## src/logic/jrpsc_consts.svh

```systemverilog
/*
  Constants of the receive-side serial link setup block: register offsets,
  field positions, reset values and timing counts.
  Assumes it is included by bare name, before any module that uses it.
*/
`ifndef JRPSC_CONSTS_SVH
`define JRPSC_CONSTS_SVH
// device register offsets
`define JRPSC_ADDR_LINK_CFG   12'h110
`define JRPSC_ADDR_LINK_PWR   12'h200
`define JRPSC_ADDR_LANE_PD    12'h201
`define JRPSC_ADDR_REF_DIV    12'h230
`define JRPSC_ADDR_CAL_CTRL_A 12'h2A7
`define JRPSC_ADDR_OVR_A      12'h2A8
`define JRPSC_ADDR_CODE_A     12'h2AC
`define JRPSC_ADDR_CAL_CTRL_B 12'h2AE
`define JRPSC_ADDR_OVR_B      12'h2AF
`define JRPSC_ADDR_CODE_B     12'h2B3
`define JRPSC_ADDR_OFS_FIRST  12'h2BB
`define JRPSC_ADDR_OFS_LAST   12'h2C2
// field positions and lane grouping
`define JRPSC_PWR_DOWN_BIT    0
`define JRPSC_CAL_GO_BIT      0
`define JRPSC_OVR_EN_BIT      4
`define JRPSC_OFS_SIGN_BIT    3
`define JRPSC_CAL_BUSY_BIT    4
`define JRPSC_BLK_A_LANES     8'hC3
// reset values
`define JRPSC_RST_LINK_PWR    8'h01
`define JRPSC_RST_LANE_PD     8'hFF
`define JRPSC_RST_REF_DIV     8'h01
// rates and ratios
`define JRPSC_BYTES_PER_PCLK  4
`define JRPSC_BITS_FACTOR     20
`define JRPSC_REF_RATIO       40
`define JRPSC_DESER_RATIO     40
`define JRPSC_LANE_MIN_MBPS   750
`define JRPSC_LANE_MAX_MBPS   12500
`define JRPSC_PFD_MIN_MHZ     35
`define JRPSC_PFD_MAX_MHZ     80
// timing
`define JRPSC_CLK_PERIOD_NS   20
`define JRPSC_CAL_TIME_NS     1000
`define JRPSC_CAL_CYCLES \
  ((`JRPSC_CAL_TIME_NS + `JRPSC_CLK_PERIOD_NS - 1) / `JRPSC_CLK_PERIOD_NS)
// controller register offsets and setup values
`define JRPSC_APB_CMD         8'h00
`define JRPSC_APB_STATUS      8'h04
`define JRPSC_APB_LINKCFG     8'h08
`define JRPSC_APB_CTRL        8'h0C
`define JRPSC_TERM_SETUP_A    8'h02
`define JRPSC_TERM_SETUP_B    8'h02
`endif

```

## src/logic/jrpsc_pkg.sv

```systemverilog
/*
  Types shared by both ends of the link setup block.
  Assumes nothing beyond a SystemVerilog compiler.
*/
`default_nettype none
package jrpsc_pkg;
  typedef enum logic [1:0] {CAL_IDLE, CAL_RUN} jrpsc_cal_st_t;
  typedef enum logic [1:0] {H_IDLE, H_SEQ, H_RDWAIT} jrpsc_host_st_t;
endpackage
`default_nettype wire

```

## src/logic/jrpsc_link_if.sv

```systemverilog
/*
  Carrier between the transmitter-side controller and the receiver device:
  a byte-wide register port plus the link-wide resync request.
  Assumes both ends share clk and resetn.
*/
`default_nettype none
interface jrpsc_link_if (
  input wire logic clk,
  input wire logic resetn
);
  logic [11:0] regAddr;
  logic [7:0]  regWrData;
  logic        regWrEn;
  logic        regRdEn;
  logic [7:0]  regRdData;
  logic        regRdValid;
  logic        linkResyncRequestOut;

  modport dev (input clk, resetn, regAddr, regWrData, regWrEn, regRdEn,
               output regRdData, regRdValid, linkResyncRequestOut);
  modport host (input clk, resetn, regRdData, regRdValid, linkResyncRequestOut,
                output regAddr, regWrData, regWrEn, regRdEn);
endinterface
`default_nettype wire

```

## src/logic/jrpsc_dev.sv

```systemverilog
/*
  Receiver device end: link power, lane power, termination calibration with
  override and per-lane trim, resync request, rate enables, lane PLL dividers.
  Assumes the deframer, analog trim engine and tick sources run on clk;
  sysrefIn arrives from a pin.
*/
`include "jrpsc_consts.svh"
`default_nettype none
// Summary of operation
// RULE_01: eight lanes form one link, shared SYSREF
// RULE_02: lane count and interpolation in one register
// RULE_03: converter count is two when interpolating
// RULE_04: transmitter keeps lane rate within range
// RULE_05: any lane losing sync raises resync request; the device masks lanes whose power-down bit is set
// RULE_06: transmitter sends sync characters while requested
// RULE_07: eight identical channels, one-to-forty deserializing
// RULE_08: software clears power bit before link use
// RULE_09: lane power-down bit per physical lane
// RULE_10: software loads calibration setup values first
// RULE_11: calibration starts on both start bits rising
// RULE_12: block A lanes 0,1,6,7; B the rest
// RULE_13: calibration code readable in low nibble
// RULE_14: override bit selects bits three to one
// RULE_15: per-lane sign-magnitude offset on calibrated code
// RULE_16: processing clock is byte rate over four
// RULE_17: frame rate is byte rate over F
// RULE_18: lane PLL oscillator divided by two
// RULE_19: PLL reference divided into phase detector range
// RULE_20: start bits return low before rerunning calibration
module jrpsc_dev
  import jrpsc_pkg::*;
(
  jrpsc_link_if.dev        link,
  input  wire logic        byteTick,
  input  wire logic [7:0]  laneSyncLost,
  input  wire logic        sysrefIn,
  input  wire logic [3:0]  calMeasureA,
  input  wire logic [3:0]  calMeasureB,
  input  wire logic        vcoTick,
  input  wire logic        refTick,
  output var  logic        linkPowerDown,
  output var  logic [7:0]  lanePowerDown,
  output var  logic [31:0] laneTermCode,
  output var  logic [1:0]  converterCount,
  output var  logic [3:0]  octetsPerFrame,
  output var  logic        pclkEn,
  output var  logic        frameEn,
  output var  logic        sysrefPulse,
  output var  logic        quadClkEn,
  output var  logic        pfdEn
);
  wire logic clk = link.clk;
  wire logic resetn = link.resetn;

  logic [7:0]    linkCfg_r, linkPwr_r, lanePd_r, refDiv_r;
  logic [7:0]    calCtrlA_r, calCtrlB_r, ovrA_r, ovrB_r;
  logic [7:0]    ofs_r [8];
  logic [3:0]    codeA_r, codeB_r;
  logic [3:0]    laneCode_r [8];
  logic [5:0]    calCnt_r;
  jrpsc_cal_st_t calSt_r;
  logic          bothGo_r;
  logic [7:0]    rdData_r;
  logic          rdValid_r, resync_r;
  logic          sys1_r, sys2_r, sys3_r, sysStable_r;
  logic [1:0]    byteCnt_r;
  logic [2:0]    frameCnt_r;
  logic          quadPh_r;
  logic [7:0]    refCnt_r;

  // write decode
  wire logic [11:0] a = link.regAddr;
  wire logic        we = link.regWrEn;
  wire logic        isOfs = (a >= `JRPSC_ADDR_OFS_FIRST) && (a <= `JRPSC_ADDR_OFS_LAST);
  wire logic [2:0]  ofsIdx = 3'(a - `JRPSC_ADDR_OFS_FIRST);
  wire logic        calBusy = (calSt_r == CAL_RUN);

  // register writes; reset leaves link and all lanes powered down
  always_ff @(posedge clk or negedge resetn) begin
    if (!resetn) begin
      linkCfg_r  <= 8'h00;
      linkPwr_r  <= `JRPSC_RST_LINK_PWR;
      lanePd_r   <= `JRPSC_RST_LANE_PD;
      refDiv_r   <= `JRPSC_RST_REF_DIV;
      calCtrlA_r <= 8'h00;
      calCtrlB_r <= 8'h00;
      ovrA_r     <= 8'h00;
      ovrB_r     <= 8'h00;
    end else if (we) begin
      if (a == `JRPSC_ADDR_LINK_CFG) linkCfg_r <= link.regWrData;  // see RULE_02
      if (a == `JRPSC_ADDR_LINK_PWR) linkPwr_r <= link.regWrData;
      if (a == `JRPSC_ADDR_LANE_PD) lanePd_r <= link.regWrData;    // see RULE_09
      if (a == `JRPSC_ADDR_REF_DIV) refDiv_r <= link.regWrData;    // see RULE_19
      if (a == `JRPSC_ADDR_CAL_CTRL_A) calCtrlA_r <= link.regWrData;
      if (a == `JRPSC_ADDR_CAL_CTRL_B) calCtrlB_r <= link.regWrData;
      if (a == `JRPSC_ADDR_OVR_A) ovrA_r <= link.regWrData;
      if (a == `JRPSC_ADDR_OVR_B) ovrB_r <= link.regWrData;
    end
  end

  // per-lane offset bank
  always_ff @(posedge clk or negedge resetn) begin
    if (!resetn) begin
      for (int i = 0; i < 8; i++) ofs_r[i] <= 8'h00;
    end else if (we && isOfs) begin
      ofs_r[ofsIdx] <= link.regWrData;
    end
  end

  // read mux; unmapped offsets read zero
  wire logic [7:0] rdMux =
    (a == `JRPSC_ADDR_LINK_CFG)   ? linkCfg_r :
    (a == `JRPSC_ADDR_LINK_PWR)   ? linkPwr_r :
    (a == `JRPSC_ADDR_LANE_PD)    ? lanePd_r :
    (a == `JRPSC_ADDR_REF_DIV)    ? refDiv_r :
    (a == `JRPSC_ADDR_CAL_CTRL_A) ? calCtrlA_r :
    (a == `JRPSC_ADDR_CAL_CTRL_B) ? calCtrlB_r :
    (a == `JRPSC_ADDR_OVR_A)      ? ovrA_r :
    (a == `JRPSC_ADDR_OVR_B)      ? ovrB_r :
    (a == `JRPSC_ADDR_CODE_A)     ? {3'h0, calBusy, codeA_r} :  // see RULE_13
    (a == `JRPSC_ADDR_CODE_B)     ? {3'h0, calBusy, codeB_r} :
    isOfs                         ? ofs_r[ofsIdx] : 8'h00;

  // read answer one cycle after the strobe
  always_ff @(posedge clk or negedge resetn) begin
    if (!resetn) begin
      rdData_r  <= 8'h00;
      rdValid_r <= 1'b0;
    end else begin
      rdData_r  <= link.regRdEn ? rdMux : rdData_r;
      rdValid_r <= link.regRdEn;
    end
  end

  // both start bits must be high; only a fresh rise starts a run
  wire logic bothGo = calCtrlA_r[`JRPSC_CAL_GO_BIT] & calCtrlB_r[`JRPSC_CAL_GO_BIT];
  wire logic calStart = bothGo & ~bothGo_r;  // see RULE_11 see RULE_20

  // shared calibration timer; each block latches its own trim result
  always_ff @(posedge clk or negedge resetn) begin
    if (!resetn) begin
      bothGo_r <= 1'b0;
      calSt_r  <= CAL_IDLE;
      calCnt_r <= 6'h00;
      codeA_r  <= 4'h0;
      codeB_r  <= 4'h0;
    end else begin
      bothGo_r <= bothGo;
      case (calSt_r)
        CAL_IDLE: begin
          calCnt_r <= 6'h00;
          if (calStart) calSt_r <= CAL_RUN;
        end
        CAL_RUN: begin
          calCnt_r <= calCnt_r + 6'h01;
          if (calCnt_r == 6'(`JRPSC_CAL_CYCLES - 1)) begin
            codeA_r <= calMeasureA;  // see RULE_12
            codeB_r <= calMeasureB;
            calSt_r <= CAL_IDLE;
          end
        end
        default: calSt_r <= CAL_IDLE;
      endcase
    end
  end

  // eight identical lane trims; override skips the offset entirely
  localparam logic [7:0] BLK_A = `JRPSC_BLK_A_LANES;
  for (genvar i = 0; i < 8; i++) begin : g_lane
    wire logic [7:0]        ovr = BLK_A[i] ? ovrA_r : ovrB_r;   // see RULE_12
    wire logic [3:0]        cal = BLK_A[i] ? codeA_r : codeB_r;
    wire logic [2:0]        mag = ofs_r[i][2:0];
    wire logic signed [5:0] sum = ofs_r[i][`JRPSC_OFS_SIGN_BIT]
                                  ? $signed({2'h0, cal}) - $signed({3'h0, mag})
                                  : $signed({2'h0, cal}) + $signed({3'h0, mag});
    // saturate so a large trim cannot wrap to the far end of the range
    wire logic [3:0]        trim = sum[5] ? 4'h0 : (sum > 6'sh0F) ? 4'hF : sum[3:0];
    always_ff @(posedge clk or negedge resetn) begin  // see RULE_07
      if (!resetn) laneCode_r[i] <= 4'h0;
      else laneCode_r[i] <= ovr[`JRPSC_OVR_EN_BIT] ? {1'b0, ovr[3:1]}  // see RULE_14
                                                   : trim;            // see RULE_15
    end
    assign laneTermCode[4*i +: 4] = laneCode_r[i];
  end

  // link packing: F follows lane count, M is two with interpolation
  wire logic [3:0] lanes = linkCfg_r[3:0];
  wire logic [3:0] fNxt = (lanes == 4'h1) ? 4'h8 : (lanes == 4'h2) ? 4'h4 :
                          (lanes == 4'h4) ? 4'h2 : 4'h1;  // see RULE_02
  wire logic [1:0] mNxt = (linkCfg_r[7:4] != 4'h0) ? 2'h2 : 2'h1;  // see RULE_03

  // any powered lane losing sync, or link power off, requests resync
  wire logic resyncNxt = linkPwr_r[`JRPSC_PWR_DOWN_BIT] |
                         (|(laneSyncLost & ~lanePd_r));  // see RULE_05 see RULE_01

  always_ff @(posedge clk or negedge resetn) begin
    if (!resetn) begin
      octetsPerFrame <= 4'h1;
      converterCount <= 2'h1;
      resync_r       <= 1'b1;
      linkPowerDown  <= 1'b1;
      lanePowerDown  <= `JRPSC_RST_LANE_PD;
    end else begin
      octetsPerFrame <= fNxt;
      converterCount <= mNxt;
      resync_r       <= resyncNxt;
      linkPowerDown  <= linkPwr_r[`JRPSC_PWR_DOWN_BIT];
      lanePowerDown  <= lanePd_r;  // see RULE_09
    end
  end

  // sysref: three stages, a rise counts when stages two and three agree
  always_ff @(posedge clk or negedge resetn) begin
    if (!resetn) begin
      sys1_r      <= 1'b0;
      sys2_r      <= 1'b0;
      sys3_r      <= 1'b0;
      sysStable_r <= 1'b0;
      sysrefPulse <= 1'b0;
    end else begin
      sys1_r      <= sysrefIn;
      sys2_r      <= sys1_r;
      sys3_r      <= sys2_r;
      sysStable_r <= (sys2_r == sys3_r) ? sys3_r : sysStable_r;
      sysrefPulse <= (sys2_r == sys3_r) & sys3_r & ~sysStable_r;  // see RULE_01
    end
  end

  // processing and frame enables from the byte tick
  always_ff @(posedge clk or negedge resetn) begin
    if (!resetn) begin
      byteCnt_r  <= 2'h0;
      frameCnt_r <= 3'h0;
      pclkEn     <= 1'b0;
      frameEn    <= 1'b0;
    end else begin
      byteCnt_r  <= byteTick ? byteCnt_r + 2'h1 : byteCnt_r;
      pclkEn     <= byteTick && (byteCnt_r == 2'(`JRPSC_BYTES_PER_PCLK - 1));  // see RULE_16
      frameCnt_r <= !byteTick ? frameCnt_r :
                    (frameCnt_r == 3'(fNxt - 4'h1)) ? 3'h0 : frameCnt_r + 3'h1;
      frameEn    <= byteTick && (frameCnt_r == 3'(fNxt - 4'h1));  // see RULE_17
    end
  end

  // lane PLL: oscillator halved, reference divided by the programmed factor
  wire logic [7:0] divLast = (refDiv_r == 8'h00) ? 8'h00 : refDiv_r - 8'h01;
  always_ff @(posedge clk or negedge resetn) begin
    if (!resetn) begin
      quadPh_r  <= 1'b0;
      quadClkEn <= 1'b0;
      refCnt_r  <= 8'h00;
      pfdEn     <= 1'b0;
    end else begin
      quadPh_r  <= vcoTick ? ~quadPh_r : quadPh_r;
      quadClkEn <= vcoTick & quadPh_r;  // see RULE_18
      refCnt_r  <= !refTick ? refCnt_r : (refCnt_r >= divLast) ? 8'h00 : refCnt_r + 8'h01;
      pfdEn     <= refTick && (refCnt_r >= divLast);  // see RULE_19
    end
  end

  assign link.regRdData = rdData_r;
  assign link.regRdValid = rdValid_r;
  assign link.linkResyncRequestOut = resync_r;
endmodule
`default_nettype wire

```

## src/flat_wrapper.sv

```systemverilog
// flat-port wrapper written by rule: the top's interface ports become plain ports
module jrpsc_dev_flat import jrpsc_pkg::*;
  (byteTick, laneSyncLost, sysrefIn, calMeasureA, calMeasureB, vcoTick, refTick, linkPowerDown, lanePowerDown, laneTermCode, converterCount, octetsPerFrame, pclkEn, frameEn, sysrefPulse, quadClkEn, pfdEn, clk, resetn, link_regAddr, link_regWrData, link_regWrEn, link_regRdEn, link_regRdData, link_regRdValid, link_linkResyncRequestOut);
  jrpsc_link_if link_i (.clk(clk), .resetn(resetn));
  input  wire logic byteTick;
  input  wire logic [7:0] laneSyncLost;
  input  wire logic sysrefIn;
  input  wire logic [3:0] calMeasureA;
  input  wire logic [3:0] calMeasureB;
  input  wire logic vcoTick;
  input  wire logic refTick;
  output var  logic linkPowerDown;
  output var  logic [7:0] lanePowerDown;
  output var  logic [31:0] laneTermCode;
  output var  logic [1:0] converterCount;
  output var  logic [3:0] octetsPerFrame;
  output var  logic pclkEn;
  output var  logic frameEn;
  output var  logic sysrefPulse;
  output var  logic quadClkEn;
  output var  logic pfdEn;
  input wire logic clk;
  input wire logic resetn;
  input wire logic [$bits(link_i.regAddr)-1:0] link_regAddr;
  input wire logic [$bits(link_i.regWrData)-1:0] link_regWrData;
  input wire logic [$bits(link_i.regWrEn)-1:0] link_regWrEn;
  input wire logic [$bits(link_i.regRdEn)-1:0] link_regRdEn;
  output wire logic [$bits(link_i.regRdData)-1:0] link_regRdData;
  output wire logic [$bits(link_i.regRdValid)-1:0] link_regRdValid;
  output wire logic [$bits(link_i.linkResyncRequestOut)-1:0] link_linkResyncRequestOut;
  assign link_i.regAddr = link_regAddr;
  assign link_i.regWrData = link_regWrData;
  assign link_i.regWrEn = link_regWrEn;
  assign link_i.regRdEn = link_regRdEn;
  assign link_regRdData = link_i.regRdData;
  assign link_regRdValid = link_i.regRdValid;
  assign link_linkResyncRequestOut = link_i.linkResyncRequestOut;
  jrpsc_dev u_core (.link(link_i), .byteTick(byteTick), .laneSyncLost(laneSyncLost), .sysrefIn(sysrefIn), .calMeasureA(calMeasureA), .calMeasureB(calMeasureB), .vcoTick(vcoTick), .refTick(refTick), .linkPowerDown(linkPowerDown), .lanePowerDown(lanePowerDown), .laneTermCode(laneTermCode), .converterCount(converterCount), .octetsPerFrame(octetsPerFrame), .pclkEn(pclkEn), .frameEn(frameEn), .sysrefPulse(sysrefPulse), .quadClkEn(quadClkEn), .pfdEn(pfdEn));
endmodule
```

## config.mk

```make
export PLATFORM = sky130hd
export DESIGN_NAME = jrpsc_dev_flat
export DESIGN_NICKNAME = d
export VERILOG_FILES = /design/src/logic/jrpsc_pkg.sv /design/src/logic/jrpsc_link_if.sv /design/src/logic/jrpsc_dev.sv /design/src/flat_wrapper.sv
export VERILOG_INCLUDE_DIRS = /design/src /design/src/logic
export SDC_FILE = /design/constraint.sdc
export NUM_CORES = 1
export LEC_CHECK = 0
export ABC_AREA = 1
export BUFFER_PORTS_ARGS = -buffer_cell sky130_fd_sc_hd__buf_4
export CAP_MARGIN = 30
export CELL_PAD_IN_SITES_DETAIL_PLACEMENT = 2
export CELL_PAD_IN_SITES_GLOBAL_PLACEMENT = 2
export CORE_ASPECT_RATIO = 0.8
export CORE_MARGIN = 4
export CORE_UTILIZATION = 36
export CTS_CLUSTER_SIZE = 12
export DETAILED_ROUTE_END_ITERATION = 7
export PLACE_DENSITY = 0.77
export SETUP_SLACK_MARGIN = 0.02
export SLEW_MARGIN = 10
export SYNTH_ARGS = -nofsm -noshare
export SYNTH_HDL_FRONTEND = slang
export SYNTH_SLANG_ARGS = --single-unit
export TNS_END_PERCENT = 30
```

## constraint.sdc

```tcl
create_clock -name clk -period 3.2 [get_ports clk]
set_clock_uncertainty 0.15 [all_clocks]
set_input_delay 0.64 -clock clk [delete_from_list [all_inputs] [get_ports clk]]
set_output_delay 0.64 -clock clk [all_outputs]
set_load 0.01 [all_outputs]
```

==> results.json, run 1 <==
{
  "tns_ps": 0,
  "routed_wl_um": 42700,
  "die_y_um": 173,
  "area_growth_syn_to_layout_pct": 17.4,
  "grt_pass1_wl_um": 69600,
  "async_flop_share": 1.00,
  "grt_use_total": 0.230,
  "ys_top_cells_by_area": "dfrtp_1 (41%), nand2_1 (14%), ha_1 (6.9%)",
  "syn_area_per_cell_um2": 8.09,
  "power.density_nw_per_um2": 448,
  "cts_tree": "built",
  "grtUsageMet2": 0.376,
  "cts_buffers": 26,
  "routed-via-count": 10956,
  "setup_viol": 0,
  "htreeDepth": 1,
  "crit_path_start_kind": "register",
  "status": "complete, no violations",
  "gp_congestion": 0.881,
  "relSlewSlack": 0.338,
  "grt_pass1_vias": 12033,
  "die-area_um2": 37200,
  "drive_above_1_share": 0.137,
  "yosys_most_used_dff": "dfrtp_1",
  "synth_common_cells": "nand2_1 (456), dfrtp_1 (202), inv_1 (160)",
  "yosys.area.top_type": "dfrtp_1",
  "insertion_delay_ps": 550,
  "dr.first_iter.drc_count": 614,
  "ys_ff_latch": 224,
  "post_cts_buffers": 0,
  "grt_util_met3": 0.0254,
  "synth_top_area_frac": 0.411,
  "fin_crit_ps": 2900,
  "post_dp_cell_area_um2": 13700,
  "die_x_um": 215,
  "p_leak_nw": 6.77,
  "worst_pin_slew_ps": 991,
  "finalCritPeriodShare": 0.906,
  "start_util": 0.365,
  "worst_ep_arrival_time_ps": 3210,
  "busiest_layer": "met2",
  "nNetsFinal": 1756,
  "antenna_found_initial": 1,
  "synth_cell_types": 44,
  "diodes": 0,
  "clock.fmax_mhz": 345,
  "synth_area_um2": 12300,
  "drv_cap": 0,
  "synth-edff-count": 0,
  "path_clk_slew_ps": 60,
  "cp_max_fo": 7,
  "endpoint_kind": "register",
  "core_region_area_um2": 33700,
  "wl_per_cell_um": 20.5,
  "drc": 0,
  "routed_via_density": 5.27,
  "ys_warn_count": 0,
  "io_pins": 106,
  "syn-instance-count": 1521,
  "synth_nets": 1649,
  "slew_viol_final": 0,
  "crit_required_ps": 3510,
  "hold_class": "in -> reg",
  "met1_usage": 0.337,
  "clkSinkCount": 224,
  "grt_start_max_net_pins": 69,
  "dp_hpwl_um": 31400,
  "overflow": 0,
  "fill_cells": 3815,
  "irDropWorstVdd_uv": 288,
  "rsz0062_at_grt": "no",
  "yosysSeqAreaShare": 0.458,
  "final_cell_area_um2": 14500,
  "ant_nets": 0,
  "rows": 60,
  "cts_max_path_buffers": 3,
  "cts-root-buf": "clkbuf_16",
  "final_hold_viol_count": 0,
  "numPortBuffers": 105,
  "path_class": "reg -> reg",
  "yosysMostFrequentCell": "nand2_1",
  "drt_pre_antenna_iters": 5
}
[kinds of logic (layout without fill, tap and decap cells)]
| group | Yosys count | in the layout | synth area share |
|---|---|---|---|
| mux | 1 | 1 | 0.000915 |
| simple gates | 691 | 691 | 0.242 |
| compound gates | 291 | 291 | 0.127 |
| flops | 224 | 224 | 0.458 |
| fa+ha+maj | 84 | 84 | 0.0951 |
| xor+xnor | 11 | 11 | 0.00783 |
| buf+inv | 219 | 344 | 0.0697 |
[flip-flops by register name, summed over array words and instances (netlist names), 2 cells and up]
signal                 count
u_core.refDiv_r            8
u_core.frameCnt_r          3
u_core.linkPwr_r           8
u_core.g_lane.ovr         16
u_core.g_lane.mag         24
u_core.lanePowerDown       8
u_core.refCnt_r            8
u_core.link.regRdData      8
u_core.byteCnt_r           2
u_core.lanePd_r            8
u_core.codeB_r             4
u_core.converterCount      2
u_core.codeA_r             4
u_core.calCtrlB_r          8
u_core.octetsPerFrame      4
u_core.laneTermCode       32
u_core.calCnt_r            6
u_core.linkCfg_r           8
u_core.calCtrlA_r          8
u_core.ofs_r              40
[layer usage]
metal / up-vias / part of all wire / wire length (µm)
li1: 5132 / - / -
met1: 5644 / 0.49 / 21100
met2: 131 / 0.46 / 19900
met3: 49 / 0.027 / 1150
met4: 0 / 0.015 / 651
met5: - / 0 / 0
[what timing repair did]
action                                  in CTS  in global routing
hold buffers                                 1                  0
resized for setup                            0                  0
endpoints found under the setup margin       0                  0
endpoints found under the hold margin       47                  0
[final timing paths]
path                                                     start                              to  slack (ps)  cells past startpoint
worst max-delay path            u_core.refDiv_r[1]$_DFFE_PN0P_  u_core.refCnt_r[6]$_DFFE_PN0P_         300                     13
worst min-delay path                                  sysrefIn         u_core.sys1_r$_DFF_PN0_          60                      1
worst max register to register  u_core.refDiv_r[1]$_DFFE_PN0P_  u_core.refCnt_r[6]$_DFFE_PN0P_         300                     13
worst min register to register         u_core.sys1_r$_DFF_PN0_         u_core.sys2_r$_DFF_PN0_         200                      0
max in group asynchronous                               resetn  u_core.refDiv_r[0]$_DFFE_PN1P_        1650                      3
min in group asynchronous                               resetn    u_core.calCnt_r[5]$_DFF_PN0_         460                      2
[worst max-delay path, cell delays in order, from the launching register on]
cell	delay, ps
dfrtp_1	410
inv_1	90
ha_1	220
nand2_1	110
or4_1	540
nand2_1	140
ha_1	250
a21oi_1	140
o21ai_0	90
nand2_1	60
o2111ai_1	200
nand2_1	120
inv_1	130
nor2_1	170
[where the power goes]
part | leakage [nW] | internal [W] | switching (W)
sequential | 2.82 | 0.00292 | 0.0000539
clock | 0.387 | 0.00161 | 0.00123
combinational | 3.56 | 0.000236 | 0.000425
total | 6.77 | 0.00476 | 0.00171
[placed cells by master (no fill, tap or decap), types with 13 or more instances in the layout]
cell       Yosys  final
o21bai_1      13     13
dfrtp_1      202    202
nand3_1       58     58
ha_1          68     68
inv_1        160    160
clkbuf_16      0     27
dfstp_2       22     22
a21oi_1       40     40
nand2_1      456    456
buf_4          2    124
nand4_1       14     14
fa_1          16     16
o21ai_1       66     66
nor2_1       108    108
o21ai_0      147    147
[cell type report]
cell class	count	area, µm²	share of cell area
multi-input combinational	1078	5820	0.403
sequential	224	5630	0.390
timing repair buffer	130	1040	0.0717
clock buffer	38	747	0.0517
inverter	168	631	0.0436
tap	434	543	0.0376
clock inverter	8	45.0	0.00312
[per-stage QoR]
step / setup WS [ps] / std cells / power (W) / hold WS (ps) / utilization
floorplan: 456 / 1521 / 0.00335 / 181 / -
global placement: 207 / 2033 / 0.00366 / 186 / 0.405
detailed placement: 134 / 2033 / 0.00369 / 191 / 0.405
CTS: 255 / 2080 / 0.00656 / 31.0 / 0.429
global route: 31.5 / 2080 / 0.00679 / 33.2 / 0.429
finish: 300 / 2080 / 0.00647 / 57.3 / 0.429
Note: power is estimated with default switching activity, not from simulation.
==> inputs of run 2 (changes only) <==
ABC_AREA = not set   (was 1)
CORE_UTILIZATION = 40   (was 36)
==> results.json, run 2 <==
{
  "relSlewSlack": 0.556,
  "critPathLaunch": "u_core.refDiv_r[5]$_DFFE_PN0P_",
  "grt_pass1_vias": 11155,
  "ant_nets": 0,
  "hold_class": "in -> reg",
  "drv_cap": 0,
  "diodes": 0,
  "drc": 0,
  "rows": 57,
  "synth_top_area_frac": 0.401,
  "ys_top_cells_by_area": "dfrtp_1 (40%), mux2_2 (11%), ha_1 (6.8%)",
  "cp_max_fo": 8,
  "overflow": 0,
  "dp.cells": 1684,
  "numPortBuffers": 105,
  "slowest_delay_ps": 430,
  "grt_pass1_wl_um": 66800,
  "crit_required_ps": 3510,
  "mostFrequentLayoutCells": "dfrtp_1 (202), buf_4 (140), mux2_2 (121)",
  "path_delay_family": "simple AND/OR/NAND/NOR gates",
  "setup_viol": 0,
  "highest_layer": "met4",
  "drive_above_1_share": 0.281,
  "r2r_start": "u_core.refDiv_r[5]$_DFFE_PN0P_",
  "clkSinkCount": 224,
  "fill_cells": 3158,
  "die_x_um": 206,
  "antenna_found_initial": 0,
  "synth_common_cells": "dfrtp_1 (202), mux2_2 (121), o21ai_0 (105)",
  "ys_warn_count": 0,
  "wl_met3_um": 1350,
  "yosys_most_used_dff": "dfrtp_1",
  "area_growth_syn_to_layout_pct": 18.7,
  "worst_pin_slew_ps": 660,
  "ys_ff_latch": 224,
  "path_clk_slew_ps": 60,
  "rsz0062_at_grt": "no",
  "htreeDepth": 1,
  "grt_start_max_net_pins": 81,
  "finalCritPeriodShare": 0.911,
  "insertion_delay_ps": 550,
  "wl_met2_um": 20300,
  "slew_viol_final": 0,
  "start_util": 0.410,
  "met1Wirelength_um": 19700,
  "final_hold_viol_count": 0,
  "multi_input_area_um2": 6470,
  "crit_chain": "nor4_2, nand2_1, or3_1, and2_1, ha_1, nand2b_1, a21o_1, a21oi_1, o211a_4, a21boi_0, o21ai_0",
  "drt_pre_antenna_iters": 4,
  "yosysSeqAreaShare": 0.447,
  "syn_area_per_cell_um2": 10.7,
  "largest_reg_flops": 40,
  "synth_cell_types": 79,
  "synth_nets": 1307,
  "post_cts_buffers": 0,
  "cts_max_path_buffers": 3,
  "nNetsFinal": 1428,
  "layout.area.seq_um2": 5630,
  "yosys.area.top_type": "dfrtp_1",
  "endpoint_kind": "register",
  "path_class": "reg -> reg",
  "final_common_cell": "dfrtp_1",
  "clock.fmax_mhz": 343,
  "syn-instance-count": 1179,
  "final_cells": 1732,
  "cts_buffers": 26,
  "grt_use_total": 0.247,
  "async_flop_share": 1.00,
  "irDropWorstVdd_uv": 361,
  "yosysMostFrequentCell": "dfrtp_1",
  "die-area_um2": 34400,
  "worst_ep_arrival_time_ps": 3230,
  "top_register": "u_core.ofs_r",
  "dr.first_iter.drc_count": 556,
  "dp_hpwl_um": 30300,
  "synth_area_um2": 12600,
  "worst-path-buf-inv": 0,
  "wl_per_cell_um": 24.3,
  "synth-edff-count": 0,
  "routed_via_density": 5.69,
  "slowest_stage": "dfrtp_1",
  "power.density_nw_per_um2": 457,
  "cts_tree": "built",
  "status": "complete, no violations",
  "cts-root-buf": "clkbuf_16",
  "die_y_um": 167,
  "p_leak_nw": 6.93,
  "fin_crit_ps": 2920,
  "io_pins": 106,
  "gp_congestion": 0.836,
  "routed-via-count": 9848,
  "hp-start": "sysrefIn",
  "tns_ps": 0,
  "routed_wl_um": 42100,
  "crit_path_start_kind": "register",
  "core_region_area_um2": 30700
}
[run 2: cell count changes after synthesis, sizes merged, moves of 22 or more]
cell   previous run  this run
inv             167        75
nand3            58        26
a21oi            40        62
o21ai           213       105
nand2           461        68
mux2              1       129
nor2b             0        27
nor2            114        66
[run 2: power breakdown]
part           total, W  internal, W  switching (W)
sequential      0.00302      0.00294      0.0000855
combinational  0.000759     0.000310       0.000448
clock           0.00305      0.00181        0.00124
[run 2: repair_timing]
| action | CTS | global route |
|---|---|---|
| endpoints found under the hold margin | 61 | 0 |
| setup endpoints to repair | 0 | 7 |
| hold buffers | 1 | 0 |
| gates resized for setup | 0 | 4 |
[run 2: final timing paths]
path                            depth (start not counted)  slack (ps)                                  end
worst max-delay path                                   11         280       u_core.refCnt_r[3]$_DFFE_PN0P_
worst min-delay path                                    1          60              u_core.sys1_r$_DFF_PN0_
worst max register to register                         11         280       u_core.refCnt_r[3]$_DFFE_PN0P_
worst min register to register                          0         210              u_core.sys2_r$_DFF_PN0_
max in group asynchronous                               3        1610  u_core.g_lane[6].mag[1]$_DFFE_PN0P_
min in group asynchronous                               2         530       u_core.refCnt_r[3]$_DFFE_PN0P_
[run 2: area by class of cell]
| type | count | area share |
|---|---|---|
| Clock buffer | 38 | 0.0535 |
| Clock inverter | 9 | 0.00494 |
| Inverter | 75 | 0.0188 |
| Multi-Input combinational cell | 826 | 0.433 |
| Sequential cell | 224 | 0.377 |
| Tap cell | 413 | 0.0346 |
| Timing Repair Buffer | 147 | 0.0786 |
[run 2: kinds of logic (layout without fill, tap and decap cells)]
logic type / after synthesis / after routing / synth area share
AND/OR/NAND/NOR: 288 / 288 / 0.125
AO/OA/AOI/OAI: 268 / 268 / 0.130
flip-flops: 224 / 224 / 0.447
multiplexers: 151 / 151 / 0.139
buffers and inverters: 129 / 269 / 0.0410
adder cells (fa/ha/maj): 84 / 84 / 0.0930
XOR/XNOR: 35 / 35 / 0.0249
[run 2: routing by layer]
| layer | vias up | global-route usage |
|---|---|---|
| met5 | - | 0 |
| met4 | 0 | 0.0468 |
| met3 | 47 | 0.0276 |
| met2 | 163 | 0.409 |
| met1 | 5222 | 0.353 |
| li1 | 4416 | - |
[run 2: through the flow]
| step | worst slack (ps) | hold slack, ps | instance area, µm² | utilization | power, W |
|---|---|---|---|---|---|
| floorplan | 148 | 181 | 12600 | - | 0.00344 |
| global placement | 171 | 184 | 14100 | 0.457 | 0.00378 |
| detailed placement | 107 | 197 | 14100 | 0.457 | 0.00382 |
| CTS | 93.4 | 33.3 | 14900 | 0.486 | 0.00691 |
| global route | 81.6 | 41.5 | 15000 | 0.487 | 0.00715 |
| finish | 284 | 57.9 | 15000 | 0.487 | 0.00683 |
